--- src/verilog/irc_defines.svh ---
// Register offsets, field positions, reset values and source indices of the interrupt routing block.
// Assumes nothing; holds definitions only.
`ifndef IRC_DEFINES_SVH
`define IRC_DEFINES_SVH

`define IRC_ADDR_CFG4 8'h0d
`define IRC_ADDR_CFG5 8'h0e
`define IRC_ADDR_LOFF 8'h0f

`define IRC_CFG4_RST 8'h00
`define IRC_CFG5_RST 8'h71
`define IRC_LOFF_RST 8'h00
// Bits 4 and 2 of the fourth register are kept at zero.
`define IRC_CFG4_WMASK 8'heb

`define IRC_B_RANGE_EN 7
`define IRC_F_THR_HI 6
`define IRC_F_THR_LO 5
`define IRC_B_MISS_EN 3
`define IRC_B_LEG_SW 1
`define IRC_B_AMP_SW 0
`define IRC_B_OSC_EN 7
`define IRC_F_ROUTE_HI 6
`define IRC_F_ROUTE_LO 4
`define IRC_B_BADCMD_EN 3
`define IRC_B_LOFF_EN 7

`define IRC_THR_24BIT 2'h0
`define IRC_DATA_BITS 24
`define IRC_NSRC 5
`define IRC_SRC_LOFF 0
`define IRC_SRC_RANGE 1
`define IRC_SRC_BUF 2
`define IRC_SRC_MISS 3
`define IRC_SRC_BADCMD 4

`endif

--- src/verilog/irc_pkg.sv ---
// Types shared by the interrupt routing block.
// Assumes irc_defines.svh is on the include path.
`include "irc_defines.svh"

package irc_pkg;

	typedef enum logic [2:0] {
		IRC_ROUTE_ALL_ONE = 3'b000,
		IRC_ROUTE_ALL_TWO = 3'b001,
		IRC_ROUTE_MISS_TWO = 3'b010,
		IRC_ROUTE_BUF_TWO = 3'b011,
		IRC_ROUTE_RANGE_TWO = 3'b100,
		IRC_ROUTE_LOFF_TWO = 3'b101,
		IRC_ROUTE_BADCMD_TWO = 3'b110,
		IRC_ROUTE_NONE = 3'b111
	} irc_route_e;

	typedef struct packed {
		logic one;
		logic one_oe;
		logic two;
		logic two_oe;
	} irc_pins_s;

	typedef struct packed {
		logic [7:0] cfg4;
		logic [7:0] cfg5;
		logic [7:0] loff;
		logic [`IRC_NSRC-1:0] pend;
		logic [7:0] rdata;
		irc_pins_s pins;
		logic leg_sw;
		logic amp_sw;
		logic osc_en;
	} irc_state_s;

endpackage

--- src/verilog/irc_sync.sv ---
// Two-stage synchroniser for levels arriving from outside the clock domain.
// Assumes an active-low reset already released in step with the clock.
`timescale 1ns/1ps

module irc_sync
	import irc_pkg::*;
#(
	parameter int WIDTH = 1
) (
	// Clock and reset.
	input wire logic clk,
	input wire logic rst_n,
	// Level in and synchronised level out.
	input wire logic [WIDTH-1:0] d,
	output logic [WIDTH-1:0] q
);

	typedef struct packed {
		logic [WIDTH-1:0] meta;
		logic [WIDTH-1:0] stable;
	} irc_sync_s;

	irc_sync_s st_reg;
	irc_sync_s st_next;

	// The first stage feeds only the second stage.
	always_comb begin
		st_next.meta = d;
		st_next.stable = st_reg.meta;
	end

	always_ff @(posedge clk or negedge rst_n) begin
		if (!rst_n) begin
			st_reg <= '0;
		end else begin
			st_reg <= st_next;
		end
	end

	assign q = st_reg.stable;

endmodule // irc_sync

--- src/verilog/irc_route.sv ---
// Steers the five pending interrupt sources onto the two general pins.
// Assumes pending flags and routing code from the same clock; purely combinational.
`timescale 1ns/1ps
`include "irc_defines.svh"

module irc_route
	import irc_pkg::*;
(
	// Routing code and pending sources.
	input wire logic [2:0] code,
	input wire logic [`IRC_NSRC-1:0] pend,
	// Pin levels and enables.
	output irc_pins_s pins
);

	logic [`IRC_NSRC-1:0] to_two;
	logic [`IRC_NSRC-1:0] to_one;
	logic none;

	assign none = (code == IRC_ROUTE_NONE);

	genvar i;
	generate
		for (i = 0; i < `IRC_NSRC; i++) begin : g_src

			assign to_two[i] = (code == IRC_ROUTE_ALL_TWO)
				|| (code == IRC_ROUTE_MISS_TWO && i == `IRC_SRC_MISS)
				|| (code == IRC_ROUTE_BUF_TWO && i == `IRC_SRC_BUF)
				|| (code == IRC_ROUTE_RANGE_TWO && i == `IRC_SRC_RANGE)
				|| (code == IRC_ROUTE_LOFF_TWO && i == `IRC_SRC_LOFF)
				|| (code == IRC_ROUTE_BADCMD_TWO && i == `IRC_SRC_BADCMD);
			assign to_one[i] = !none && !to_two[i];
		end
	endgenerate

	always_comb begin
		pins.one = |(pend & to_one);
		pins.one_oe = |to_one;
		pins.two = |(pend & to_two);
		pins.two_oe = |to_two;
	end

endmodule // irc_route

--- src/verilog/irc_top.sv ---
// Interrupt enables, out-of-range detection and routing of five interrupt sources to two pins.
// Assumes register writes, events and conversion results come from logic on CLK_SYS;
// only the clock-select pin and RESET_N arrive from outside; the pin is synchronised here and RESET_N on its release.
//
// How it works
// Out-of-range interrupt raised only while its enable, fourth register bit 7, is set.
// Threshold code 00 flags results beyond the 24-bit range; other codes flag nothing.
// Clock-missing interrupt raised only while fourth register bit 3 is set.
// Fourth register bit 1 closes the driven-leg input to amplifier positive switch.
// Fourth register bit 0 closes the amplifier output to negative input switch.
// Fifth register bit 7 enables the clock-watch oscillator; default off.
// The oscillator serves only while the clock-select pin chooses the external clock.
// Routing field bits 6:4 steers lead-off, range, buffer, clock-miss, bad-command sources.
// Code 000 sends all five sources to pin one.
// Code 001 sends all five sources to pin two.
// Code 010 sends clock-missing to pin two, the rest to pin one.
// Code 011 sends buffer to pin two, the rest to pin one.
// Code 100 sends out-of-range to pin two, the rest to pin one.
// Code 111, the reset value, drives neither pin.
// Bad-command interrupt raised only while fifth register bit 3 is set.
// Lead-off interrupt raised only while lead-off step register bit 7 is set.
// Code 101 sends lead-off to pin two; 110 sends bad-command to pin two.
// Host writes zero to reserved bits and uses no reserved threshold codes.
`timescale 1ns/1ps
`include "irc_defines.svh"

module irc_top
	import irc_pkg::*;
#(
	parameter int RES_W = 32
) (
	// Clock and reset.
	input wire logic CLK_SYS,
	input wire logic RESET_N,
	// Register access from the serial command decoder.
	input wire logic REG_WR,
	input wire logic [7:0] REG_ADDR,
	input wire logic [7:0] REG_WDATA,
	output logic [7:0] REG_RDATA,
	// Conversion results.
	input wire logic CONV_VALID,
	input wire logic [RES_W-1:0] CONV_RESULT,
	// Interrupt events and their clears.
	input wire logic LEAD_OFF_EVT,
	input wire logic BUF_EVT,
	input wire logic CLK_MISS_EVT,
	input wire logic BAD_CMD_EVT,
	input wire logic [`IRC_NSRC-1:0] IRQ_CLR,
	output logic [`IRC_NSRC-1:0] IRQ_PENDING,
	// Clock-select pin.
	input wire logic CLOCK_SOURCE_SELECT_PIN,
	// General pins.
	output logic GENERAL_PIN_ONE_O,
	output logic GENERAL_PIN_ONE_OE,
	output logic GENERAL_PIN_TWO_O,
	output logic GENERAL_PIN_TWO_OE,
	// Analog switch and oscillator controls.
	output logic LEG_IN_TO_AMP_POS_SWITCH,
	output logic AMP_OUT_TO_AMP_NEG_SWITCH,
	output logic CLOCK_WATCH_OSC_ENABLE
);

	logic [1:0] rst_sync_reg;
	logic rst_n;
	logic clock_source_select_pin_q;
	logic range_out;
	logic [`IRC_NSRC-1:0] set_evt;
	irc_pins_s pins_next;
	irc_state_s st_reg;
	irc_state_s st_next;

	// Reset asserts at once and releases two edges later.
	always_ff @(posedge CLK_SYS or negedge RESET_N) begin
		if (!RESET_N) begin
			rst_sync_reg <= 2'h0;
		end else begin
			rst_sync_reg <= {rst_sync_reg[0], 1'b1};
		end
	end
	assign rst_n = rst_sync_reg[1];

	irc_sync #(
		.WIDTH(1)
	) u_clock_source_select_pin_sync (
		.clk(CLK_SYS),
		.rst_n(rst_n),
		.d(CLOCK_SOURCE_SELECT_PIN),
		.q(clock_source_select_pin_q)
	);

	// A result fits in 24 bits only when every bit above the sign matches it.
	assign range_out = !((&CONV_RESULT[RES_W-1:`IRC_DATA_BITS-1])
		|| !(|CONV_RESULT[RES_W-1:`IRC_DATA_BITS-1]));

	always_comb begin
		set_evt = '0;
		set_evt[`IRC_SRC_LOFF] = LEAD_OFF_EVT && st_reg.loff[`IRC_B_LOFF_EN];
		set_evt[`IRC_SRC_RANGE] = CONV_VALID && range_out
			&& st_reg.cfg4[`IRC_B_RANGE_EN]
			&& (st_reg.cfg4[`IRC_F_THR_HI:`IRC_F_THR_LO] == `IRC_THR_24BIT);
		set_evt[`IRC_SRC_BUF] = BUF_EVT;
		// The watch only exists on the external clock, so a miss needs it running.
		set_evt[`IRC_SRC_MISS] = CLK_MISS_EVT && st_reg.cfg4[`IRC_B_MISS_EN]
			&& st_reg.cfg5[`IRC_B_OSC_EN] && !clock_source_select_pin_q;
		set_evt[`IRC_SRC_BADCMD] = BAD_CMD_EVT && st_reg.cfg5[`IRC_B_BADCMD_EN];
	end

	irc_route u_route (
		.code(st_next.cfg5[`IRC_F_ROUTE_HI:`IRC_F_ROUTE_LO]),
		.pend(st_next.pend),
		.pins(pins_next)
	);

	always_comb begin
		st_next = st_reg;
		if (REG_WR) begin
			unique case (REG_ADDR)
				`IRC_ADDR_CFG4: begin
					st_next.cfg4 = REG_WDATA & `IRC_CFG4_WMASK;
				end
				`IRC_ADDR_CFG5: begin
					st_next.cfg5 = REG_WDATA;
				end
				`IRC_ADDR_LOFF: begin
					st_next.loff = REG_WDATA;
				end
				default: begin
				end
			endcase
		end
		// A set in the same cycle as its clear wins, so no event is lost.
		st_next.pend = (st_reg.pend & ~IRQ_CLR) | set_evt;
		unique case (REG_ADDR)
			`IRC_ADDR_CFG4: st_next.rdata = st_reg.cfg4;
			`IRC_ADDR_CFG5: st_next.rdata = st_reg.cfg5;
			`IRC_ADDR_LOFF: st_next.rdata = st_reg.loff;
			default: st_next.rdata = 8'h00;
		endcase
		st_next.pins = pins_next;
		st_next.leg_sw = st_next.cfg4[`IRC_B_LEG_SW];
		st_next.amp_sw = st_next.cfg4[`IRC_B_AMP_SW];
		st_next.osc_en = st_next.cfg5[`IRC_B_OSC_EN] && !clock_source_select_pin_q;
	end

	always_ff @(posedge CLK_SYS or negedge rst_n) begin
		if (!rst_n) begin
			st_reg.cfg4 <= `IRC_CFG4_RST;
			st_reg.cfg5 <= `IRC_CFG5_RST;
			st_reg.loff <= `IRC_LOFF_RST;
			st_reg.pend <= '0;
			st_reg.rdata <= 8'h00;
			st_reg.pins <= '0;
			st_reg.leg_sw <= 1'b0;
			st_reg.amp_sw <= 1'b0;
			st_reg.osc_en <= 1'b0;
		end else begin
			st_reg <= st_next;
		end
	end

	assign REG_RDATA = st_reg.rdata;
	assign IRQ_PENDING = st_reg.pend;
	assign GENERAL_PIN_ONE_O = st_reg.pins.one;
	assign GENERAL_PIN_ONE_OE = st_reg.pins.one_oe;
	assign GENERAL_PIN_TWO_O = st_reg.pins.two;
	assign GENERAL_PIN_TWO_OE = st_reg.pins.two_oe;
	assign LEG_IN_TO_AMP_POS_SWITCH = st_reg.leg_sw;
	assign AMP_OUT_TO_AMP_NEG_SWITCH = st_reg.amp_sw;
	assign CLOCK_WATCH_OSC_ENABLE = st_reg.osc_en;

	property p_range_gate;
		@(posedge CLK_SYS) disable iff (!rst_n)
		!st_reg.cfg4[`IRC_B_RANGE_EN] && !st_reg.pend[`IRC_SRC_RANGE]
			|=> !st_reg.pend[`IRC_SRC_RANGE];
	endproperty
	a_range_gate: assert property (p_range_gate) else $error("range flag set while off");

	property p_range_set;
		@(posedge CLK_SYS) disable iff (!rst_n)
		st_reg.cfg4[7:5] == 3'b100 && CONV_VALID && range_out
			|=> st_reg.pend[`IRC_SRC_RANGE] && IRQ_PENDING[`IRC_SRC_RANGE];
	endproperty
	a_range_set: assert property (p_range_set) else $error("range flag not set");

	property p_miss_gate;
		@(posedge CLK_SYS) disable iff (!rst_n)
		!st_reg.cfg4[`IRC_B_MISS_EN] && !st_reg.pend[`IRC_SRC_MISS]
			|=> !st_reg.pend[`IRC_SRC_MISS];
	endproperty
	a_miss_gate: assert property (p_miss_gate) else $error("miss flag set while off");

	property p_leg_sw;
		@(posedge CLK_SYS) disable iff (!rst_n)
		REG_WR && REG_ADDR == `IRC_ADDR_CFG4 |=> LEG_IN_TO_AMP_POS_SWITCH == $past(REG_WDATA[1]);
	endproperty
	a_leg_sw: assert property (p_leg_sw) else $error("leg switch wrong");

	property p_amp_sw;
		@(posedge CLK_SYS) disable iff (!rst_n)
		REG_WR && REG_ADDR == `IRC_ADDR_CFG4 |=> AMP_OUT_TO_AMP_NEG_SWITCH == $past(REG_WDATA[0]);
	endproperty
	a_amp_sw: assert property (p_amp_sw) else $error("amp switch wrong");

	property p_osc;
		@(posedge CLK_SYS) disable iff (!rst_n)
		CLOCK_WATCH_OSC_ENABLE |-> st_reg.cfg5[`IRC_B_OSC_EN] && !$past(clock_source_select_pin_q);
	endproperty
	a_osc: assert property (p_osc) else $error("oscillator on without cause");

	property p_all_one;
		@(posedge CLK_SYS) disable iff (!rst_n)
		st_reg.cfg5[6:4] == 3'b000 |-> GENERAL_PIN_ONE_O == (|st_reg.pend) && !GENERAL_PIN_TWO_OE;
	endproperty
	a_all_one: assert property (p_all_one) else $error("code 000 misrouted");

	property p_all_two;
		@(posedge CLK_SYS) disable iff (!rst_n)
		st_reg.cfg5[6:4] == 3'b001 |-> GENERAL_PIN_TWO_O == (|st_reg.pend) && !GENERAL_PIN_ONE_OE;
	endproperty
	a_all_two: assert property (p_all_two) else $error("code 001 misrouted");

	property p_miss_two;
		@(posedge CLK_SYS) disable iff (!rst_n)
		st_reg.cfg5[6:4] == 3'b010 |-> GENERAL_PIN_TWO_O == st_reg.pend[3]
			&& GENERAL_PIN_ONE_O == (|{st_reg.pend[4], st_reg.pend[2:0]});
	endproperty
	a_miss_two: assert property (p_miss_two) else $error("code 010 misrouted");

	property p_none;
		@(posedge CLK_SYS) disable iff (!rst_n)
		st_reg.cfg5[6:4] == 3'b111 |-> !GENERAL_PIN_ONE_OE && !GENERAL_PIN_TWO_OE;
	endproperty
	a_none: assert property (p_none) else $error("code 111 drives a pin");

	property p_badcmd;
		@(posedge CLK_SYS) disable iff (!rst_n)
		BAD_CMD_EVT && st_reg.cfg5[3] |=> IRQ_PENDING[`IRC_SRC_BADCMD];
	endproperty
	a_badcmd: assert property (p_badcmd) else $error("bad command not flagged");

	property p_loff_gate;
		@(posedge CLK_SYS) disable iff (!rst_n)
		!st_reg.loff[7] && !st_reg.pend[0] |=> !IRQ_PENDING[`IRC_SRC_LOFF];
	endproperty
	a_loff_gate: assert property (p_loff_gate) else $error("lead-off flag set while off");

	property p_buf_two;
		@(posedge CLK_SYS) disable iff (!rst_n)
		st_reg.cfg5[6:4] == 3'b011 |-> GENERAL_PIN_TWO_O == st_reg.pend[2]
			&& GENERAL_PIN_ONE_O == (|{st_reg.pend[4:3], st_reg.pend[1:0]});
	endproperty
	a_buf_two: assert property (p_buf_two) else $error("code 011 misrouted");

	property p_range_two;
		@(posedge CLK_SYS) disable iff (!rst_n)
		st_reg.cfg5[6:4] == 3'b100 |-> GENERAL_PIN_TWO_O == st_reg.pend[1]
			&& GENERAL_PIN_ONE_O == (|{st_reg.pend[4:2], st_reg.pend[0]});
	endproperty
	a_range_two: assert property (p_range_two) else $error("code 100 misrouted");

	property p_loff_two;
		@(posedge CLK_SYS) disable iff (!rst_n)
		st_reg.cfg5[6:4] == 3'b101 |-> GENERAL_PIN_TWO_O == st_reg.pend[0]
			&& GENERAL_PIN_ONE_O == (|st_reg.pend[4:1]);
	endproperty
	a_loff_two: assert property (p_loff_two) else $error("code 101 misrouted");

	property p_badcmd_two;
		@(posedge CLK_SYS) disable iff (!rst_n)
		st_reg.cfg5[6:4] == 3'b110 |-> GENERAL_PIN_TWO_O == st_reg.pend[4]
			&& GENERAL_PIN_ONE_O == (|st_reg.pend[3:0]);
	endproperty
	a_badcmd_two: assert property (p_badcmd_two) else $error("code 110 misrouted");

	property p_pin_driven;
		@(posedge CLK_SYS) disable iff (!rst_n)
		st_reg.cfg5[6:4] != 3'b111 |-> GENERAL_PIN_ONE_OE || GENERAL_PIN_TWO_OE;
	endproperty
	a_pin_driven: assert property (p_pin_driven) else $error("routed code drives no pin");

	property p_buf_set;
		@(posedge CLK_SYS) disable iff (!rst_n)
		BUF_EVT |=> IRQ_PENDING[`IRC_SRC_BUF];
	endproperty
	a_buf_set: assert property (p_buf_set) else $error("buffer event not flagged");

	property p_miss_ext;
		@(posedge CLK_SYS) disable iff (!rst_n)
		clock_source_select_pin_q && !st_reg.pend[`IRC_SRC_MISS] |=> !st_reg.pend[`IRC_SRC_MISS];
	endproperty
	a_miss_ext: assert property (p_miss_ext) else $error("miss flag set on own clock");

	property p_badcmd_gate;
		@(posedge CLK_SYS) disable iff (!rst_n)
		!st_reg.cfg5[`IRC_B_BADCMD_EN] && !st_reg.pend[`IRC_SRC_BADCMD]
			|=> !st_reg.pend[`IRC_SRC_BADCMD];
	endproperty
	a_badcmd_gate: assert property (p_badcmd_gate) else $error("bad command flag set while off");

	property p_loff_set;
		@(posedge CLK_SYS) disable iff (!rst_n)
		LEAD_OFF_EVT && st_reg.loff[`IRC_B_LOFF_EN] |=> IRQ_PENDING[`IRC_SRC_LOFF];
	endproperty
	a_loff_set: assert property (p_loff_set) else $error("lead-off event not flagged");

endmodule // irc_top

--- config.mk ---
export PLATFORM = sky130hd
export DESIGN_NAME = irc_top
export DESIGN_NICKNAME = d
export VERILOG_FILES = /design/src/verilog/irc_pkg.sv /design/src/verilog/irc_sync.sv /design/src/verilog/irc_route.sv /design/src/verilog/irc_top.sv
export VERILOG_INCLUDE_DIRS = /design/src /design/src/verilog
export SDC_FILE = /design/constraint.sdc
export NUM_CORES = 1
export LEC_CHECK = 0
export BUFFER_PORTS_ARGS = -buffer_cell sky130_fd_sc_hd__clkbuf_2
export CORE_MARGIN = 2
export CORE_UTILIZATION = 28
export CTS_CLUSTER_DIAMETER = 60
export CTS_CLUSTER_SIZE = 12
export DETAILED_ROUTE_END_ITERATION = 12
export PLACE_DENSITY_LB_ADDON = 0.08
export SYNTH_ARGS = -nofsm -noshare
export SYNTH_HDL_FRONTEND = slang
export SYNTH_SLANG_ARGS = --single-unit
--- constraint.sdc ---
create_clock -name CLK_SYS -period 1.2 [get_ports CLK_SYS]
set_input_delay 0.24 -clock CLK_SYS [delete_from_list [all_inputs] [get_ports CLK_SYS]]
set_output_delay 0.24 -clock CLK_SYS [all_outputs]
set_load 0.01 [all_outputs]
==> impl_metrics.tcl, run 1 <==
set metrics [dict create \
    status "finished with violations" \
    violations "negative setup slack" \
    yosysWarningCount 0 \
    ctsRootBufferMaster "clkbuf_8" \
    synth_area_sq_mm 0.00219 \
    clk_pin_slew_ns 0.08 \
    ys_seq_elements 44 \
    cts_sinks 44 \
    ant_nets 0 \
    layout.nets 370 \
    critical_path.max_stage_delay_ns 0.57 \
    cap_violations 0 \
    synth_top_cell_by_area "dfrtp_1" \
    synth_most_common_cell "dfrtp_1" \
    cts_buffer_depth 2 \
    hp-class "in -> reg" \
    dieWidth_um 92.5 \
    gr-usage-met3_pct 3.25 \
    n_fill_cell 744 \
    fin_util_pct 43.2 \
    clock_latency_ns 0.30 \
    setup_tns_ns -4.84 \
    met2_usage_pct 24.0 \
    ir_worst_vdd_mv 0.505 \
    start_util_pct 28.6 \
    diodes 0 \
    grtUsageMet1_pct 19.0 \
    cp.arrival_ns 1.94 \
    first_global_vias 1977 \
    finalClockSkew_ns 0.00586 \
    drt_iter0_markers 66 \
    ys_top_cells_by_area "dfrtp_1 46%, mux2_2 9.8%, dfstp_2 4.8%" \
    synthAdderAreaFrac_pct 0 \
    worst_slack_ns -0.559 \
    hold_viol_final 0 \
    finalPower_uw 3450 \
    synth_compound_area_share_pct 10.2 \
    dieArea_sq_mm 0.00855 \
    yosysTopAreaCellShare_pct 45.7 \
    slew_violations 0 \
    setup_viol 21 \
    htree_levels 2 \
    p_leak_uw 0.00159 \
    cp_num_buf_inv 2 \
    top_usage_layer "met2" \
    avgRoutedWirePerCell_um 14.9 \
    port_buffers 58 \
    yosys_most_used_dff "dfrtp_1" \
    drt_first_pass_iters 4 \
    synthTopCellsByCount "40 x dfrtp_1, 22 x nand2_1, 19 x mux2_2, 13 x buf_4, 11 x nor2_1" \
    cp-end-kind "flop" \
    crit_slowest_cell "or4b_4" \
    syn_inst 207 \
    yosysUniqueCellTypes 45 \
    num_vias 1941 \
    grt_max_degree 43 \
    critPathTopFamily "simple AND/OR/NAND/NOR gates" \
    muxShareOfSynthArea_pct 12.6 \
    cts_tree "yes" \
    syn-num-nets 269 \
    fin_crit_sh_pct 147 \
    synth_edf_count 0 \
    gp_congestion 0.808 \
    grt_setup_unrepaired "yes" \
    drt-vias-per-instance 4.72 \
    worst_ep_required_time_ns 1.38 \
    crit_type "in -> reg" \
    synth_top_family_by_area "simple AND/OR/NAND/NOR gates" \
    max_freq_mhz 568 \
    path_cells "buf_6 -> or3b_4 -> or4b_4 -> mux2i_4 -> inv_2 -> a32oi_1 -> o32ai_1" \
    synthArstFlopShare_pct 100 \
    critPathLaunchType "input pin" \
    io_pins 82 \
    layout-drive-gt1-share_pct 57.9 \
    place_area_sq_mm 0.00294 \
    critPathMaxFanout 6 \
    synth_xor_area_share_pct 0.400 \
    placementRows 32 \
    syn2layout_area_growth_pct 50.9 \
    max_slew_margin_pct 64.5 \
    grt_usage_pct 14.6 \
    dp_hpwl_um 4390 \
    grt_pass1_wl_um 9670 \
    final_area_sq_mm 0.00331 \
    power_density_mw_per_mm2 1040 \
    die_h_um 92.5 \
    core_sq_mm 0.00765 \
    largest_reg_flops 22 \
    post-route-min-period_ns 1.76 \
    drcViolationCount 0 \
    synth_simple_gate_area_share_pct 18.2 \
    cts_buffers 5 \
    grt_overflow_total 0 \
    ys_seq_area_share_pct 50.5 \
    worstMarginPinSlew_ns 0.519 \
    antenna_found_initial 0 \
    synth_area_per_cell_sq_um 10.6 \
    drt-total-wl_um 6100 \
]
stage by stage:
step / hold WS [ns] / setup WS, ns / cells
final: 0.0382 / -0.559 / 411
after global routing: 0.0284 / -0.640 / 411
after CTS: 0.0252 / -0.553 / 412
after detailed placement: 0.0285 / -0.931 / 397
after global placement: 0.0268 / -0.934 / 397
after floorplan: -0.0556 / -0.717 / 207
worst paths after layout:
kind | start | end | slack, ns | depth (start not counted)
setup / recovery | REG_ADDR[7] | GENERAL_PIN_ONE_O$_DFF_PN0_ | -0.56 | 7
hold / removal | CLOCK_SOURCE_SELECT_PIN | u_clock_source_select_pin_sync.st_next[0]$_DFF_PN0_ | 0.04 | 1
setup reg to reg | IRQ_PENDING[2]$_DFF_PN0_ | GENERAL_PIN_ONE_O$_DFF_PN0_ | -0.49 | 6
hold reg to reg | rst_sync_reg[1]$_DFF_PN0_ | CLOCK_WATCH_OSC_ENABLE$_DFF_PN0_ | 0.23 | 1
max in group asynchronous | rst_sync_reg[1]$_DFF_PN0_ | st_reg[33]$_DFF_PN1_ | 0.68 | 1
min in group asynchronous | rst_sync_reg[1]$_DFF_PN0_ | CLOCK_WATCH_OSC_ENABLE$_DFF_PN0_ | 0.23 | 1
layout by cell type (no fill, tap or decap), types with 2 or more instances in the layout:
master	Yosys	routed
o21ai_2	0	2
o21ai_1	0	2
a21oi_1	2	2
buf_6	0	15
nor2_1	11	10
bufinv_16	0	2
mux2i_1	4	3
or3_1	3	3
nand2_2	0	8
buf_4	13	45
mux2_2	19	15
nor2b_1	6	6
clkbuf_8	0	5
nand3_1	5	5
o311ai_0	3	3
nand2b_1	2	2
nand2_1	22	14
dfstp_2	4	4
o211ai_1	2	2
mux2i_4	1	2
nor4_1	3	2
clkbuf_2	0	56
a2111oi_0	3	2
a22oi_1	6	4
o21ai_0	6	2
inv_1	7	7
a22oi_2	0	2
or4_1	3	3
o31ai_2	0	2
nand4_1	3	3
nor3_1	7	6
dfrtp_1	40	39
mux2_4	0	4
routing by layer:
layer,wire [um],vias to the layer above
li1,-,932
met1,2750,942
met2,2950,59
met3,318,8
met4,81,0
met5,0,-
layout make-up:
| cell class | instances | area (sq um) | area share (%) |
|---|---|---|---|
| Tap cell | 102 | 128 | 3.86 |
| Clock inverter | 2 | 60.1 | 1.82 |
| Multi-Input combinational cell | 131 | 1090 | 33.0 |
| Clock buffer | 6 | 72.6 | 2.19 |
| Sequential cell | 44 | 1110 | 33.5 |
| Inverter | 8 | 30.0 | 0.908 |
| Timing Repair Buffer | 118 | 817 | 24.7 |
cell families after synthesis:
family	count (synthesis)
AND/OR/NAND/NOR	74
flip-flops	44
buffers and inverters	32
AO/OA/AOI/OAI	31
multiplexers	24
XOR/XNOR	1
other	1
what timing repair did:
action | 4_1_cts | 5_1_grt
endpoints found under the setup margin | 23 | 30
pin swaps | 4 | 8
hold buffers | 1 | 0
gates resized for setup | 14 | 32
setup buffers | 8 | 4
endpoints found under the hold margin | 2 | 0
report_power, final:
group,internal (uW),switching (uW),total [uW]
clock,832,528,1360
combinational,268,243,510
sequential,1550,34.0,1580
total,2650,805,3450
Power figures use the tool's default switching activity.
==> inputs of run 2 (changes only) <==
--- a/config.mk
+++ b/config.mk
@@ -7,6 +7,8 @@
 export NUM_CORES = 1
 export LEC_CHECK = 0
 export BUFFER_PORTS_ARGS = -buffer_cell sky130_fd_sc_hd__clkbuf_2
+export CELL_PAD_IN_SITES_DETAIL_PLACEMENT = 1
+export CELL_PAD_IN_SITES_GLOBAL_PLACEMENT = 1
 export CORE_MARGIN = 2
 export CORE_UTILIZATION = 28
 export CTS_CLUSTER_DIAMETER = 60
==> run 2 against run 1 <==
  * The flow still finishes with violations (negative setup slack)
  * Critical path depth unchanged
  * Sequential power hardly changed
  * Fmax is 4.9% lower
  * Die area unchanged
  * Non-clock buffer count grew 10
  * Clock power is 14% lower
  * Clock-buffer cell count fell by 1
  * Clock skew increased by 0.0039 ns
  * Combinational power rose by 7.5%
  * Total power is 4.4% lower
  * Worst hold slack improved by 0.0064 ns
  * Critical path type unchanged
  * Highest routed layer unchanged
==> impl_metrics.tcl, run 2 (synthesis gave the netlist of run 1 again) <==
set metrics [dict create \
    cts_sinks 44 \
    layout-drive-gt1-share_pct 60.5 \
    hold_viol_final 0 \
    dieWidth_um 92.5 \
    finalClockSkew_ns 0.00973 \
    final_cell_mix "54 x clkbuf_2, 54 x buf_4, 39 x dfrtp_1, 17 x mux2_2, 15 x buf_6" \
    drcViolationCount 0 \
    grt_setup_unrepaired "yes" \
    worst_ep_required_time_ns 1.37 \
    startpoint "REG_ADDR[7]" \
    ant_nets 0 \
    multi_input_area_sq_mm 0.00111 \
    hp-class "in -> reg" \
    cp.arrival_ns 2.02 \
    io_pins 82 \
    ctsRootBufferMaster "clkbuf_8" \
    reg2regPathDepth 4 \
    dieArea_sq_mm 0.00855 \
    finalPower_uw 3300 \
    avgRoutedWirePerCell_um 15.7 \
    clock_latency_ns 0.30 \
    final_area_sq_mm 0.00341 \
    dp_hpwl_um 4920 \
    num_vias 2005 \
    ir_worst_vdd_mv 0.516 \
    place_area_sq_mm 0.00297 \
    cap_violations 0 \
    worst_slack_ns -0.649 \
    cp-end-kind "flop" \
    start_util_pct 28.6 \
    drt-vias-per-instance 4.76 \
    gp_congestion 0.902 \
    die_h_um 92.5 \
    power_density_mw_per_mm2 968 \
    drt-total-wl_um 6600 \
    placementRows 32 \
    fin_crit_sh_pct 154 \
    htree_levels 2 \
    critPathMaxFanout 6 \
    p_leak_uw 0.00164 \
    drt_iter0_markers 42 \
    diodes 0 \
    post-route-min-period_ns 1.85 \
    worstMarginPinSlew_ns 0.569 \
    first_global_vias 2207 \
    grt_max_degree 43 \
    final_cells 421 \
    seqCellArea_sq_mm 0.00111 \
    grt_overflow_total 0 \
    crit_type "in -> reg" \
    max_slew_margin_pct 61.6 \
    cts_tree "yes" \
    violations "negative setup slack" \
    antenna_found_initial 0 \
    status "finished with violations" \
    layout.nets 380 \
    n_fill_cell 873 \
    core_sq_mm 0.00765 \
    cts_buffers 5 \
    grt_usage_pct 17.0 \
    grt_pass1_wl_um 11400 \
    hold_start "CLOCK_SOURCE_SELECT_PIN" \
    r2r-start "st_reg[33]$_DFF_PN1_" \
    port_buffers 58 \
    placedCellCount 399 \
    min_delay_path_depth 1 \
    clk_pin_slew_ns 0.09 \
    syn2layout_area_growth_pct 55.7 \
    max_freq_mhz 541 \
    largest_reg_flops 22 \
    cts_buffer_depth 2 \
    critPathLaunchType "input pin" \
    fin_util_pct 44.6 \
    slew_violations 0 \
    drt_first_pass_iters 4 \
    setup_viol 27 \
]
[run 2: changes by cell type in the layout (fill, tap and decap cells not counted), moves of 2 or more]
| cell | change |
|---|---|
| inv_1 | -2 |
| clkbuf_2 | -2 |
| mux2_2 | +2 |
| buf_8 | +2 |
| o31ai_2 | -2 |
| mux2_4 | -2 |
| buf_4 | +9 |
| inv_2 | +2 |
| o31ai_4 | +2 |
[run 2: metrics by stage]
step / hold slack (ns) / worst slack (ns) / TNS [ns]
2_1_floorplan: -0.0556 / -0.717 / -8.93
3_3_place_gp: 0.0277 / -0.910 / -16.03
3_5_place_dp: 0.0290 / -0.976 / -16.63
4_1_cts: 0.0326 / -0.602 / -7.41
5_1_grt: 0.0298 / -0.701 / -9.38
6_report: 0.0446 / -0.649 / -8.06
[run 2: worst max-delay path, stage by stage]
cell and delay [ns]:
buf_6 0.09, or3b_4 0.40, or4b_4 0.57, mux2i_4 0.28
inv_2 0.11, a32oi_2 0.23, o32ai_2 0.10
[run 2: path summary, 6_finish.rpt]
kind	slack, ns	end
worst min-delay path	0.04	u_clock_source_select_pin_sync.st_next[0]$_DFF_PN0_
min in group asynchronous	0.22	REG_RDATA[2]$_DFF_PN0_
worst max register to register	-0.59	GENERAL_PIN_ONE_O$_DFF_PN0_
worst max-delay path	-0.65	GENERAL_PIN_ONE_O$_DFF_PN0_
worst min register to register	0.22	REG_RDATA[2]$_DFF_PN0_
max in group asynchronous	0.70	st_reg[28]$_DFFE_PN1P_
[run 2: cell type report]
cell class,instances,area share (%)
Sequential cell,44,32.5
Multi-Input combinational cell,131,32.4
Timing Repair Buffer,128,27.1
Tap cell,102,3.74
Clock buffer,5,2.02
Clock inverter,3,1.36
Inverter,8,0.880
[run 2: power by group]
part / leakage [uW] / switching [uW] / internal, uW / total (uW)
Combinational: 0.00101 / 255 / 293 / 548
Clock: 0.0000548 / 544 / 628 / 1170
Sequential: 0.000574 / 32.8 / 1550 / 1580
[run 2: timing repair]
item,CTS,global route
setup buffers,10,6
endpoints found under the hold margin,2,0
pin swaps,5,11
endpoints found under the setup margin,26,33
resized for setup,21,33
hold buffers,1,0
[run 2: layer usage]
| metal | vias to the layer above | GRT usage (%) | wire length (um) |
|---|---|---|---|
| li1 | 956 | - | - |
| met1 | 993 | 22.1 | 2910 |
| met2 | 48 | 29.5 | 3320 |
| met5 | - | 0 | 0 |
| met4 | 0 | 3.73 | 117 |
| met3 | 8 | 3.17 | 261 |
